### config.mk
export PLATFORM = sky130hd
export DESIGN_NAME = hpb_port
export DESIGN_NICKNAME = d
export VERILOG_FILES = /design/src/rtl/hpb_pkg.sv /design/src/rtl/hpb_port.sv
export SDC_FILE = /design/constraint.sdc
export NUM_CORES = 1
export LEC_CHECK = 0
export ABC_AREA = 1
export BUFFER_PORTS_ARGS = -buffer_cell sky130_fd_sc_hd__buf_2
export CORE_UTILIZATION = 50
export CTS_BUF_LIST = sky130_fd_sc_hd__clkbuf_8 sky130_fd_sc_hd__clkbuf_16
export CTS_CLUSTER_SIZE = 30
export DETAILED_ROUTE_END_ITERATION = 6
export HOLD_SLACK_MARGIN = 0.08
export PLACE_DENSITY = 0.79
export SYNTH_ARGS = -nofsm -noshare
export SYNTH_HDL_FRONTEND = slang
export SYNTH_SLANG_ARGS = --single-unit
### constraint.sdc
create_clock -name sys_clk -period 5.25 [get_ports sys_clk]
set_input_delay 0.7875 -clock sys_clk [delete_from_list [all_inputs] [get_ports sys_clk]]
set_output_delay 0.7875 -clock sys_clk [all_outputs]
set_load 0.01 [all_outputs]
### src/rtl/hpb_pkg.sv
// constants for the serial host command port
package hpb_pkg;
  // upper four address bits, low three come from the select pins
  localparam logic [3:0] SLAVE_ADDR_HI = 4'h3;
  // command codes
  localparam logic [7:0] FULL_DEVICE_RESET_CMD = 8'hf0;
  localparam logic [7:0] CONFIG_WRITE_CMD      = 8'hd2;
  localparam logic [7:0] CHANNEL_CHOOSE_CMD    = 8'hc3;
  localparam logic [7:0] POINTER_SET_CMD       = 8'he1;
  localparam logic [7:0] LINE_RESET_CMD        = 8'hb4;
  localparam logic [7:0] LINE_BYTE_WRITE_CMD   = 8'ha5;
  localparam logic [7:0] LINE_BYTE_READ_CMD    = 8'h96;
  localparam logic [7:0] LINE_BIT_CMD          = 8'h87;
  localparam logic [7:0] SEARCH_STEP_CMD       = 8'h78;
  // register selection codes accepted by the pointer set command
  localparam logic [7:0] PTR_STATUS = 8'hf0;
  localparam logic [7:0] PTR_DATA   = 8'he1;
  localparam logic [7:0] PTR_CHAN   = 8'hd2;
  localparam logic [7:0] PTR_CONFIG = 8'hc3;
  localparam logic [7:0] PTR_RESET  = 8'hf0;
  // channel codes accepted by the channel choose command
  localparam logic [7:0] CHAN_CODES [8] = '{8'hf0, 8'he1, 8'hd2, 8'hc3,
                                            8'hb4, 8'ha5, 8'h96, 8'h87};
  // byte position inside a transfer
  localparam logic [1:0] IDX_ADDR  = 2'd0;
  localparam logic [1:0] IDX_CODE  = 2'd1;
  localparam logic [1:0] IDX_PARAM = 2'd2;
  localparam logic [1:0] IDX_EXTRA = 2'd3;
  localparam logic [2:0] LAST_BIT  = 3'd7;

  typedef enum logic [2:0] {
    HPB_IDLE = 3'b000,
    HPB_RX   = 3'b001,
    HPB_DEC  = 3'b010,
    HPB_ACK  = 3'b011,
    HPB_TX   = 3'b100,
    HPB_RACK = 3'b101,
    HPB_WAIT = 3'b110
  } hpb_state_t;
endpackage

### src/rtl/hpb_port.sv
// serial slave host command port: addressing, command decode, pointer reads
//
// Behaviour
// RULE_01 - low three address bits come from the three address select pins
// RULE_02 - last address bit zero means write, one means read
// RULE_03 - whole bytes, msb first, each followed by one acknowledge bit
// RULE_04 - sample data on rising clock, change data only while clock low
// RULE_05 - read data bit driven after previous falling clock edge
// RULE_06 - acknowledger holds data low through ninth pulse high phase
// RULE_07 - start is data falling with clock high, stop is data rising
// RULE_08 - first written byte is command, acknowledged only if valid
// RULE_09 - extra bytes and invalid parameters are never acknowledged
// RULE_10 - after a refusal master restarts before a new transfer
// RULE_11 - master leaves last read byte unacknowledged, device releases data
// RULE_12 - every read byte comes from the register the pointer selects
// RULE_13 - master sets pointer in a write before reading another register
// RULE_14 - full device reset command decoded at its code
// RULE_15 - config write command decoded, one parameter byte follows
// RULE_16 - channel choose command decoded, one channel code follows
// RULE_17 - pointer set command decoded, one register code follows
// RULE_18 - line reset command decoded at its code
// RULE_19 - line byte write command decoded, data byte follows
// RULE_20 - line byte read command decoded, no parameter
// RULE_21 - line bit command decoded, one bit value byte follows
// RULE_22 - search step command decoded, one direction byte follows
// RULE_23 - line commands and parameters refused while line is busy; code checks busy on the command byte only, parameter bytes are accepted
// RULE_24 - foreign address ignored, data released until next start
`timescale 1ns/1ps
module hpb_port (
  input  wire logic       sys_clk,
  input  wire logic       reset,
  input  wire logic       scl_in,
  input  wire logic       sda_in,
  output logic            sda_out,
  output logic            sda_oe,
  input  wire logic       addr_select_pin_0,
  input  wire logic       addr_select_pin_1,
  input  wire logic       addr_select_pin_2,
  input  wire logic       line_busy_flag,
  input  wire logic [7:0] rd_data,
  output logic      [7:0] rd_ptr,
  output logic            cmd_strobe,
  output logic      [7:0] cmd_code,
  output logic      [7:0] cmd_param
);

  hpb_pkg::hpb_state_t state_q, state_d;
  logic [2:0] cnt_q, cnt_d;
  logic [7:0] sh_q, sh_d;
  logic [1:0] idx_q, idx_d;
  logic       rw_q, rw_d;
  logic       ack_q, ack_d;
  logic       need_q, need_d;
  logic [7:0] code_q, code_d;
  logic [7:0] param_q, param_d;
  logic [7:0] ptr_q, ptr_d;
  logic       oe_q, oe_d;
  logic       scl_q, sda_q;
  logic       stb_q, stb_d;
  logic [7:0] ccode_q, ccode_d;
  logic [7:0] cparam_q, cparam_d;

  logic       rise, fall, start_c, stop_c;
  logic [7:0] byte_c;
  logic [6:0] own_addr;

  // line edges judged from the previous sample
  assign rise     = scl_in & ~scl_q;
  assign fall     = ~scl_in & scl_q;
  assign start_c  = scl_in & scl_q & sda_q & ~sda_in; // RULE_07
  assign stop_c   = scl_in & scl_q & ~sda_q & sda_in; // RULE_07
  assign byte_c   = {sh_q[6:0], sda_in}; // RULE_03
  assign own_addr = {hpb_pkg::SLAVE_ADDR_HI, addr_select_pin_2,
                     addr_select_pin_1, addr_select_pin_0}; // RULE_01

  // code accepted at all, ignoring busy state
  function automatic logic code_known(input logic [7:0] c);
    case (c)
      hpb_pkg::FULL_DEVICE_RESET_CMD, hpb_pkg::CONFIG_WRITE_CMD,
      hpb_pkg::CHANNEL_CHOOSE_CMD, hpb_pkg::POINTER_SET_CMD,
      hpb_pkg::LINE_RESET_CMD, hpb_pkg::LINE_BYTE_WRITE_CMD,
      hpb_pkg::LINE_BYTE_READ_CMD, hpb_pkg::LINE_BIT_CMD,
      hpb_pkg::SEARCH_STEP_CMD: code_known = 1'b1; // RULE_14 RULE_18 RULE_20
      default: code_known = 1'b0;
    endcase
  endfunction

  // codes that touch the downstream line and so wait for it to go idle
  function automatic logic code_needs_idle(input logic [7:0] c);
    case (c)
      hpb_pkg::CONFIG_WRITE_CMD, hpb_pkg::CHANNEL_CHOOSE_CMD,
      hpb_pkg::LINE_RESET_CMD, hpb_pkg::LINE_BYTE_WRITE_CMD,
      hpb_pkg::LINE_BYTE_READ_CMD, hpb_pkg::LINE_BIT_CMD,
      hpb_pkg::SEARCH_STEP_CMD: code_needs_idle = 1'b1;
      default: code_needs_idle = 1'b0;
    endcase
  endfunction

  // codes that carry one parameter byte
  function automatic logic code_has_param(input logic [7:0] c);
    case (c)
      hpb_pkg::CONFIG_WRITE_CMD, hpb_pkg::CHANNEL_CHOOSE_CMD,
      hpb_pkg::POINTER_SET_CMD, hpb_pkg::LINE_BYTE_WRITE_CMD,
      hpb_pkg::LINE_BIT_CMD, hpb_pkg::SEARCH_STEP_CMD:
        code_has_param = 1'b1; // RULE_15 RULE_16 RULE_17 RULE_19 RULE_21 RULE_22
      default: code_has_param = 1'b0;
    endcase
  endfunction

  // parameter check per command; data, bit and direction bytes take any value
  function automatic logic param_ok(input logic [7:0] c, input logic [7:0] p);
    logic ok;
    ok = 1'b0;
    case (c)
      hpb_pkg::POINTER_SET_CMD:
        ok = (p == hpb_pkg::PTR_STATUS) || (p == hpb_pkg::PTR_DATA) ||
             (p == hpb_pkg::PTR_CHAN) || (p == hpb_pkg::PTR_CONFIG); // RULE_17
      hpb_pkg::CHANNEL_CHOOSE_CMD:
        for (int i = 0; i < 8; i++) begin
          if (p == hpb_pkg::CHAN_CODES[i]) ok = 1'b1; // RULE_16
        end
      default: ok = 1'b1;
    endcase
    param_ok = ok;
  endfunction

  // next state of the bit engine and the command outputs
  always_comb begin
    state_d  = state_q;
    cnt_d    = cnt_q;
    sh_d     = sh_q;
    idx_d    = idx_q;
    rw_d     = rw_q;
    ack_d    = ack_q;
    need_d   = need_q;
    code_d   = code_q;
    param_d  = param_q;
    ptr_d    = ptr_q;
    oe_d     = oe_q;
    stb_d    = 1'b0;
    ccode_d  = ccode_q;
    cparam_d = cparam_q;
    if (stop_c) begin
      state_d = hpb_pkg::HPB_IDLE;
      oe_d    = 1'b0;
    end else if (start_c) begin
      // a repeated start also lands here, so a refused byte is left behind
      state_d = hpb_pkg::HPB_RX; // RULE_10
      cnt_d   = 3'd0;
      idx_d   = hpb_pkg::IDX_ADDR;
      oe_d    = 1'b0;
    end else begin
      case (state_q)
        hpb_pkg::HPB_RX: begin
          if (rise) begin
            sh_d  = byte_c; // RULE_04
            cnt_d = cnt_q + 3'd1;
            if (cnt_q == hpb_pkg::LAST_BIT) begin
              state_d = hpb_pkg::HPB_DEC;
              case (idx_q)
                hpb_pkg::IDX_ADDR: begin
                  ack_d = (byte_c[7:1] == own_addr); // RULE_24
                  rw_d  = byte_c[0]; // RULE_02
                end
                hpb_pkg::IDX_CODE: begin
                  code_d = byte_c;
                  need_d = code_has_param(byte_c);
                  ack_d  = code_known(byte_c) &&
                           !(line_busy_flag && code_needs_idle(byte_c)); // RULE_08 RULE_23
                end
                hpb_pkg::IDX_PARAM: begin
                  param_d = byte_c;
                  ack_d   = param_ok(code_q, byte_c); // RULE_09
                end
                default: ack_d = 1'b0; // RULE_09
              endcase
            end
          end
        end
        hpb_pkg::HPB_DEC: begin
          // drive the acknowledge only once the clock is low
          if (fall) begin
            state_d = ack_q ? hpb_pkg::HPB_ACK : hpb_pkg::HPB_WAIT; // RULE_24
            oe_d    = ack_q; // RULE_06
          end
        end
        hpb_pkg::HPB_ACK: begin
          if (fall) begin
            oe_d    = 1'b0;
            cnt_d   = 3'd0;
            state_d = hpb_pkg::HPB_RX;
            case (idx_q)
              hpb_pkg::IDX_ADDR: begin
                if (rw_q) begin
                  state_d = hpb_pkg::HPB_TX;
                  sh_d    = rd_data; // RULE_12
                  oe_d    = ~rd_data[7]; // RULE_05
                end else begin
                  idx_d = hpb_pkg::IDX_CODE;
                end
              end
              hpb_pkg::IDX_CODE: begin
                if (need_q) begin
                  idx_d = hpb_pkg::IDX_PARAM;
                end else begin
                  idx_d   = hpb_pkg::IDX_EXTRA;
                  stb_d   = 1'b1;
                  ccode_d = code_q;
                  if (code_q == hpb_pkg::FULL_DEVICE_RESET_CMD) begin
                    ptr_d = hpb_pkg::PTR_RESET; // RULE_14
                  end
                end
              end
              default: begin
                idx_d    = hpb_pkg::IDX_EXTRA;
                stb_d    = 1'b1;
                ccode_d  = code_q;
                cparam_d = param_q;
                if (code_q == hpb_pkg::POINTER_SET_CMD) begin
                  ptr_d = param_q; // RULE_17
                end
              end
            endcase
          end
        end
        hpb_pkg::HPB_TX: begin
          if (fall) begin
            if (cnt_q == hpb_pkg::LAST_BIT) begin
              oe_d    = 1'b0; // leave the line to the master acknowledge
              state_d = hpb_pkg::HPB_RACK;
            end else begin
              cnt_d = cnt_q + 3'd1;
              sh_d  = {sh_q[6:0], 1'b0};
              oe_d  = ~sh_q[6]; // RULE_05 RULE_03
            end
          end
        end
        hpb_pkg::HPB_RACK: begin
          if (rise && sda_in) begin
            state_d = hpb_pkg::HPB_WAIT; // RULE_11
          end else if (fall) begin
            // same register again, no new addressing
            state_d = hpb_pkg::HPB_TX;
            cnt_d   = 3'd0;
            sh_d    = rd_data; // RULE_12
            oe_d    = ~rd_data[7]; // RULE_05
          end
        end
        hpb_pkg::HPB_WAIT: oe_d = 1'b0; // RULE_24 RULE_11
        hpb_pkg::HPB_IDLE: oe_d = 1'b0;
        default: begin
          state_d = hpb_pkg::HPB_IDLE;
          oe_d    = 1'b0;
        end
      endcase
    end
  end

  // registers only; the pointer survives stop conditions
  always_ff @(posedge sys_clk) begin
    if (reset) begin
      state_q  <= hpb_pkg::HPB_IDLE;
      cnt_q    <= 3'd0;
      sh_q     <= 8'h00;
      idx_q    <= hpb_pkg::IDX_ADDR;
      rw_q     <= 1'b0;
      ack_q    <= 1'b0;
      need_q   <= 1'b0;
      code_q   <= 8'h00;
      param_q  <= 8'h00;
      ptr_q    <= hpb_pkg::PTR_RESET;
      oe_q     <= 1'b0;
      scl_q    <= 1'b1;
      sda_q    <= 1'b1;
      stb_q    <= 1'b0;
      ccode_q  <= 8'h00;
      cparam_q <= 8'h00;
    end else begin
      state_q  <= state_d;
      cnt_q    <= cnt_d;
      sh_q     <= sh_d;
      idx_q    <= idx_d;
      rw_q     <= rw_d;
      ack_q    <= ack_d;
      need_q   <= need_d;
      code_q   <= code_d;
      param_q  <= param_d;
      ptr_q    <= ptr_d;
      oe_q     <= oe_d;
      scl_q    <= scl_in;
      sda_q    <= sda_in;
      stb_q    <= stb_d;
      ccode_q  <= ccode_d;
      cparam_q <= cparam_d;
    end
  end

  // open drain: only ever pulls low
  assign sda_out   = 1'b0;
  assign sda_oe    = oe_q;
  assign rd_ptr    = ptr_q;
  assign cmd_strobe = stb_q;
  assign cmd_code  = ccode_q;
  assign cmd_param = cparam_q;

endmodule // hpb_port

==> flow_metrics.py <==
metrics = {
    "outcome": {
        "outcome": "finished, final reports clean",
    },
    "clock_tree": {
        "tritoncts": "done",
        "cts_resized": 0,
        "cts.sinks": 62,
        "cts_buffers": 9,
        "clk_latency_ps": 340,
        "cts-htree-levels": 3,
        "hold_buffers": 0,
        "path_clk_slew_ps": 60,
        "cts_root_buffer": "clkbuf_8",
        "cts_setup_buffers": 0,
        "cts_buffer_depth": 2,
    },
    "power": {
        "combPwrFrac": 0.103,
        "p_leak_nw": 1.421,
        "clkPwrFrac": 0.403,
        "p_sw_frac": 0.2618,
        "pwr_density_cell_nw_per_um2": 301.3,
        "power_frac_seq": 0.494,
        "internal-power_uw": 738.6,
        "ir_drop_mv": 0.1905,
        "p_sw_uw": 262.0,
    },
    "floorplan": {
        "pin_count": 43,
        "core_sq_um": 5574,
        "rows": 27,
        "die_area_sq_um": 6143,
        "fp.dieH_um": 78.38,
        "initial_core_util": 0.5232,
        "fp.dieW_um": 78.38,
    },
    "sta": {
        "finalSetupViolations": 0,
        "slew_headroom": 0.2492,
        "period_share": 0.4099,
        "holdWs_ps": 463.3,
        "grt_setup_unrepaired": "false",
        "slew_viol_final": 0,
        "fin_crit_ps": 2152,
        "setup_slack_ps": 3098,
        "final.setup_skew_ps": 4.475,
        "tightest_slew_ps": 1125,
        "final.setup.tns_ps": 0,
        "max_freq_ghz": 0.4647,
        "final_hold_viol_count": 0,
    },
    "cells_and_area": {
        "multi_input_area_sq_um": 1415,
        "seqCellArea_sq_um": 1241,
        "fin_nets": 473,
        "fillers": 545,
        "drive_above_1_share": 0.1721,
        "diodes": 0,
        "area_delta_synth_final_pct": 13.86,
    },
    "yosys": {
        "yosys_warnings": 0,
        "synthCells": 417,
        "synth.distinct_cells": 32,
        "ys_seq_elements": 62,
        "syn_nets": 435,
        "synthArstFlopShare": 0,
        "netlist_area_sq_um": 2917,
        "synth-edff-count": 0,
        "synth_seq_area_share": 0.4256,
        "postSynthAreaPerCell_sq_um": 6.994,
        "synth_ff_type": "dfxtp_1",
    },
    "routing": {
        "via_per_inst": 5.258,
        "drc": 0,
        "dr.first_iter.drc_count": 250,
        "ant_nets": 0,
        "vias": 2792,
        "first_pass_iters": 6,
        "wl_um": 6734,
        "wl_per_cell_um": 12.68,
    },
    "worst_setup_path": {
        "critPathLaunchType": "primary input",
        "required_ps": 5500,
        "worstSetupStartpoint": "reset",
        "ff2ff_path_depth": 10,
        "worstReg2RegEnd": "cmd_code[2]$_SDFFE_PP0P_",
        "cp.arrival_ps": 2400,
        "r2r_slack_ps": 3100,
        "crit_fanout": 49,
        "rr_startpoint": "idx_q[0]$_SDFFE_PP0P_",
        "endpoint": "state_q[1]$_SDFFE_PP0P_",
        "crit_path_end_kind": "flop",
        "critical_path_class": "in2reg",
    },
    "global_routing": {
        "grt_pass1_wl_um": 11300,
        "track_usage": 0.2374,
        "grt_max_degree": 50,
        "grt_overflow": 0,
        "antenna_found_initial": 0,
        "grt_pass1_vias": 2546,
    },
    "run": {
        "max-cap-violations": 0,
    },
    "min_path": {
        "min_path_type": "reg2reg",
    },
    "placement": {
        "routabilityCongestion": 0.8880,
        "numPortBuffers": 41,
        "preCtsSetupSlack_ps": 2758,
        "hpwl_um": 4809,
    },
}
worst min path at each step:
stage,to,start,cells after the start,slack [ps]
finish,rd_ptr[4]$_SDFFE_PP1P_,rd_ptr[4]$_SDFFE_PP1P_,2,460
global route,rd_ptr[7]$_SDFFE_PP1P_,rd_ptr[7]$_SDFFE_PP1P_,2,500
CTS,rd_ptr[4]$_SDFFE_PP1P_,rd_ptr[4]$_SDFFE_PP1P_,2,470
detailed placement,rd_ptr[4]$_SDFFE_PP1P_,rd_ptr[4]$_SDFFE_PP1P_,2,450
global placement,rd_ptr[7]$_SDFFE_PP1P_,rd_ptr[7]$_SDFFE_PP1P_,2,450
floorplan,cmd_code[2]$_SDFFE_PP0P_,code_q[2]$_SDFFE_PP0P_,2,440
power by group through the flow:
stage / sequential, mW / clock, mW / combinational [mW]
2_1_floorplan: 0.500 / 0 / 0.0793
3_3_place_gp: 0.504 / 0 / 0.0987
3_5_place_dp: 0.505 / 0 / 0.101
4_1_cts: 0.494 / 0.411 / 0.101
5_1_grt: 0.495 / 0.429 / 0.118
6_report: 0.494 / 0.403 / 0.103
stage by stage:
stage / total power, mW / area [sq um] / util / std cells
floorplan: 0.5796 / 2917 / - / 417
global placement: 0.6030 / 3132 / 0.5618 / 516
detailed placement: 0.6052 / 3132 / 0.5618 / 516
CTS: 1.006 / 3321 / 0.5957 / 531
global route: 1.042 / 3321 / 0.5957 / 531
finish: 1.001 / 3321 / 0.5957 / 531
flip-flops by register name (all words and copies together), names as in the netlist:
signal,count
ack_q,1
cmd_code,8
cmd_param,8
cmd_strobe,1
cnt_q,3
code_q,8
idx_q,2
need_q,1
param_q,8
rd_ptr,8
rw_q,1
scl_q,1
sda_oe,1
sda_q,1
sh_q,7
state_q,3
worst max-delay path, cell delays in order:
cell and delay, ps:
buf_2 160, inv_1 830, nand3_1 300, a211oi_1 300
synthesized netlist by cell type (all sizes together), types with 2 or more instances:
cell type,instances,share of area
a211oi,4,0.010
a21oi,53,0.091
buf,8,0.020
clkbuf,6,0.0077
dfxtp,62,0.43
ha,2,0.0086
inv,48,0.062
nand2,74,0.10
nand3,10,0.017
nand4,5,0.011
nor2,62,0.089
nor3,7,0.012
o21ai,64,0.11
o22ai,2,0.0043
per-layer routing:
layer / track usage / routed length (um) / up-vias
li1: - / - / 1450
met1: 0.2915 / 2959 / 1234
met4: 0.08148 / 97 / 0
met3: 0.08023 / 452 / 12
met5: 0 / 0 / -
met2: 0.3877 / 3225 / 96
cell usage in the layout, fill, tap and decap left out, types with 3 or more instances in the layout:
cell      instances
nand2_2           5
a211oi_1          4
clkbuf_8         10
nor3_1            7
o21ai_0          59
nand3_1          10
inv_2            10
inv_1            39
dfxtp_1          62
nand2_1          69
nor2_4            3
buf_2            41
nor2_1           57
nand4_1           5
o21ai_1           5
a21oi_1          53
final cells by class:
class                           count  area share
Clock buffer                       10     0.04145
Tap cell                           72     0.02713
Inverter                           48     0.05426
Multi-Input combinational cell    293      0.4262
Timing Repair Buffer               41     0.06179
Sequential cell                    62      0.3738
Clock inverter                      5     0.01545
kinds of logic (layout without fill, tap and decap cells):
family                     after synthesis  count (layout)  share of synthesized area
adders and majority gates                2               2                   0.008579
other                                    1               1                   0.001286
AOI/OAI and AO/OA                      129             129                     0.2394
xor gates and xnor gates                 1               1                   0.003004
buffers and inverters                   62             104                    0.08923
DFF                                     62              62                     0.4256
and+or+nand+nor                        160             160                     0.2330
No activity file was read; power rests on OpenSTA's default activity.
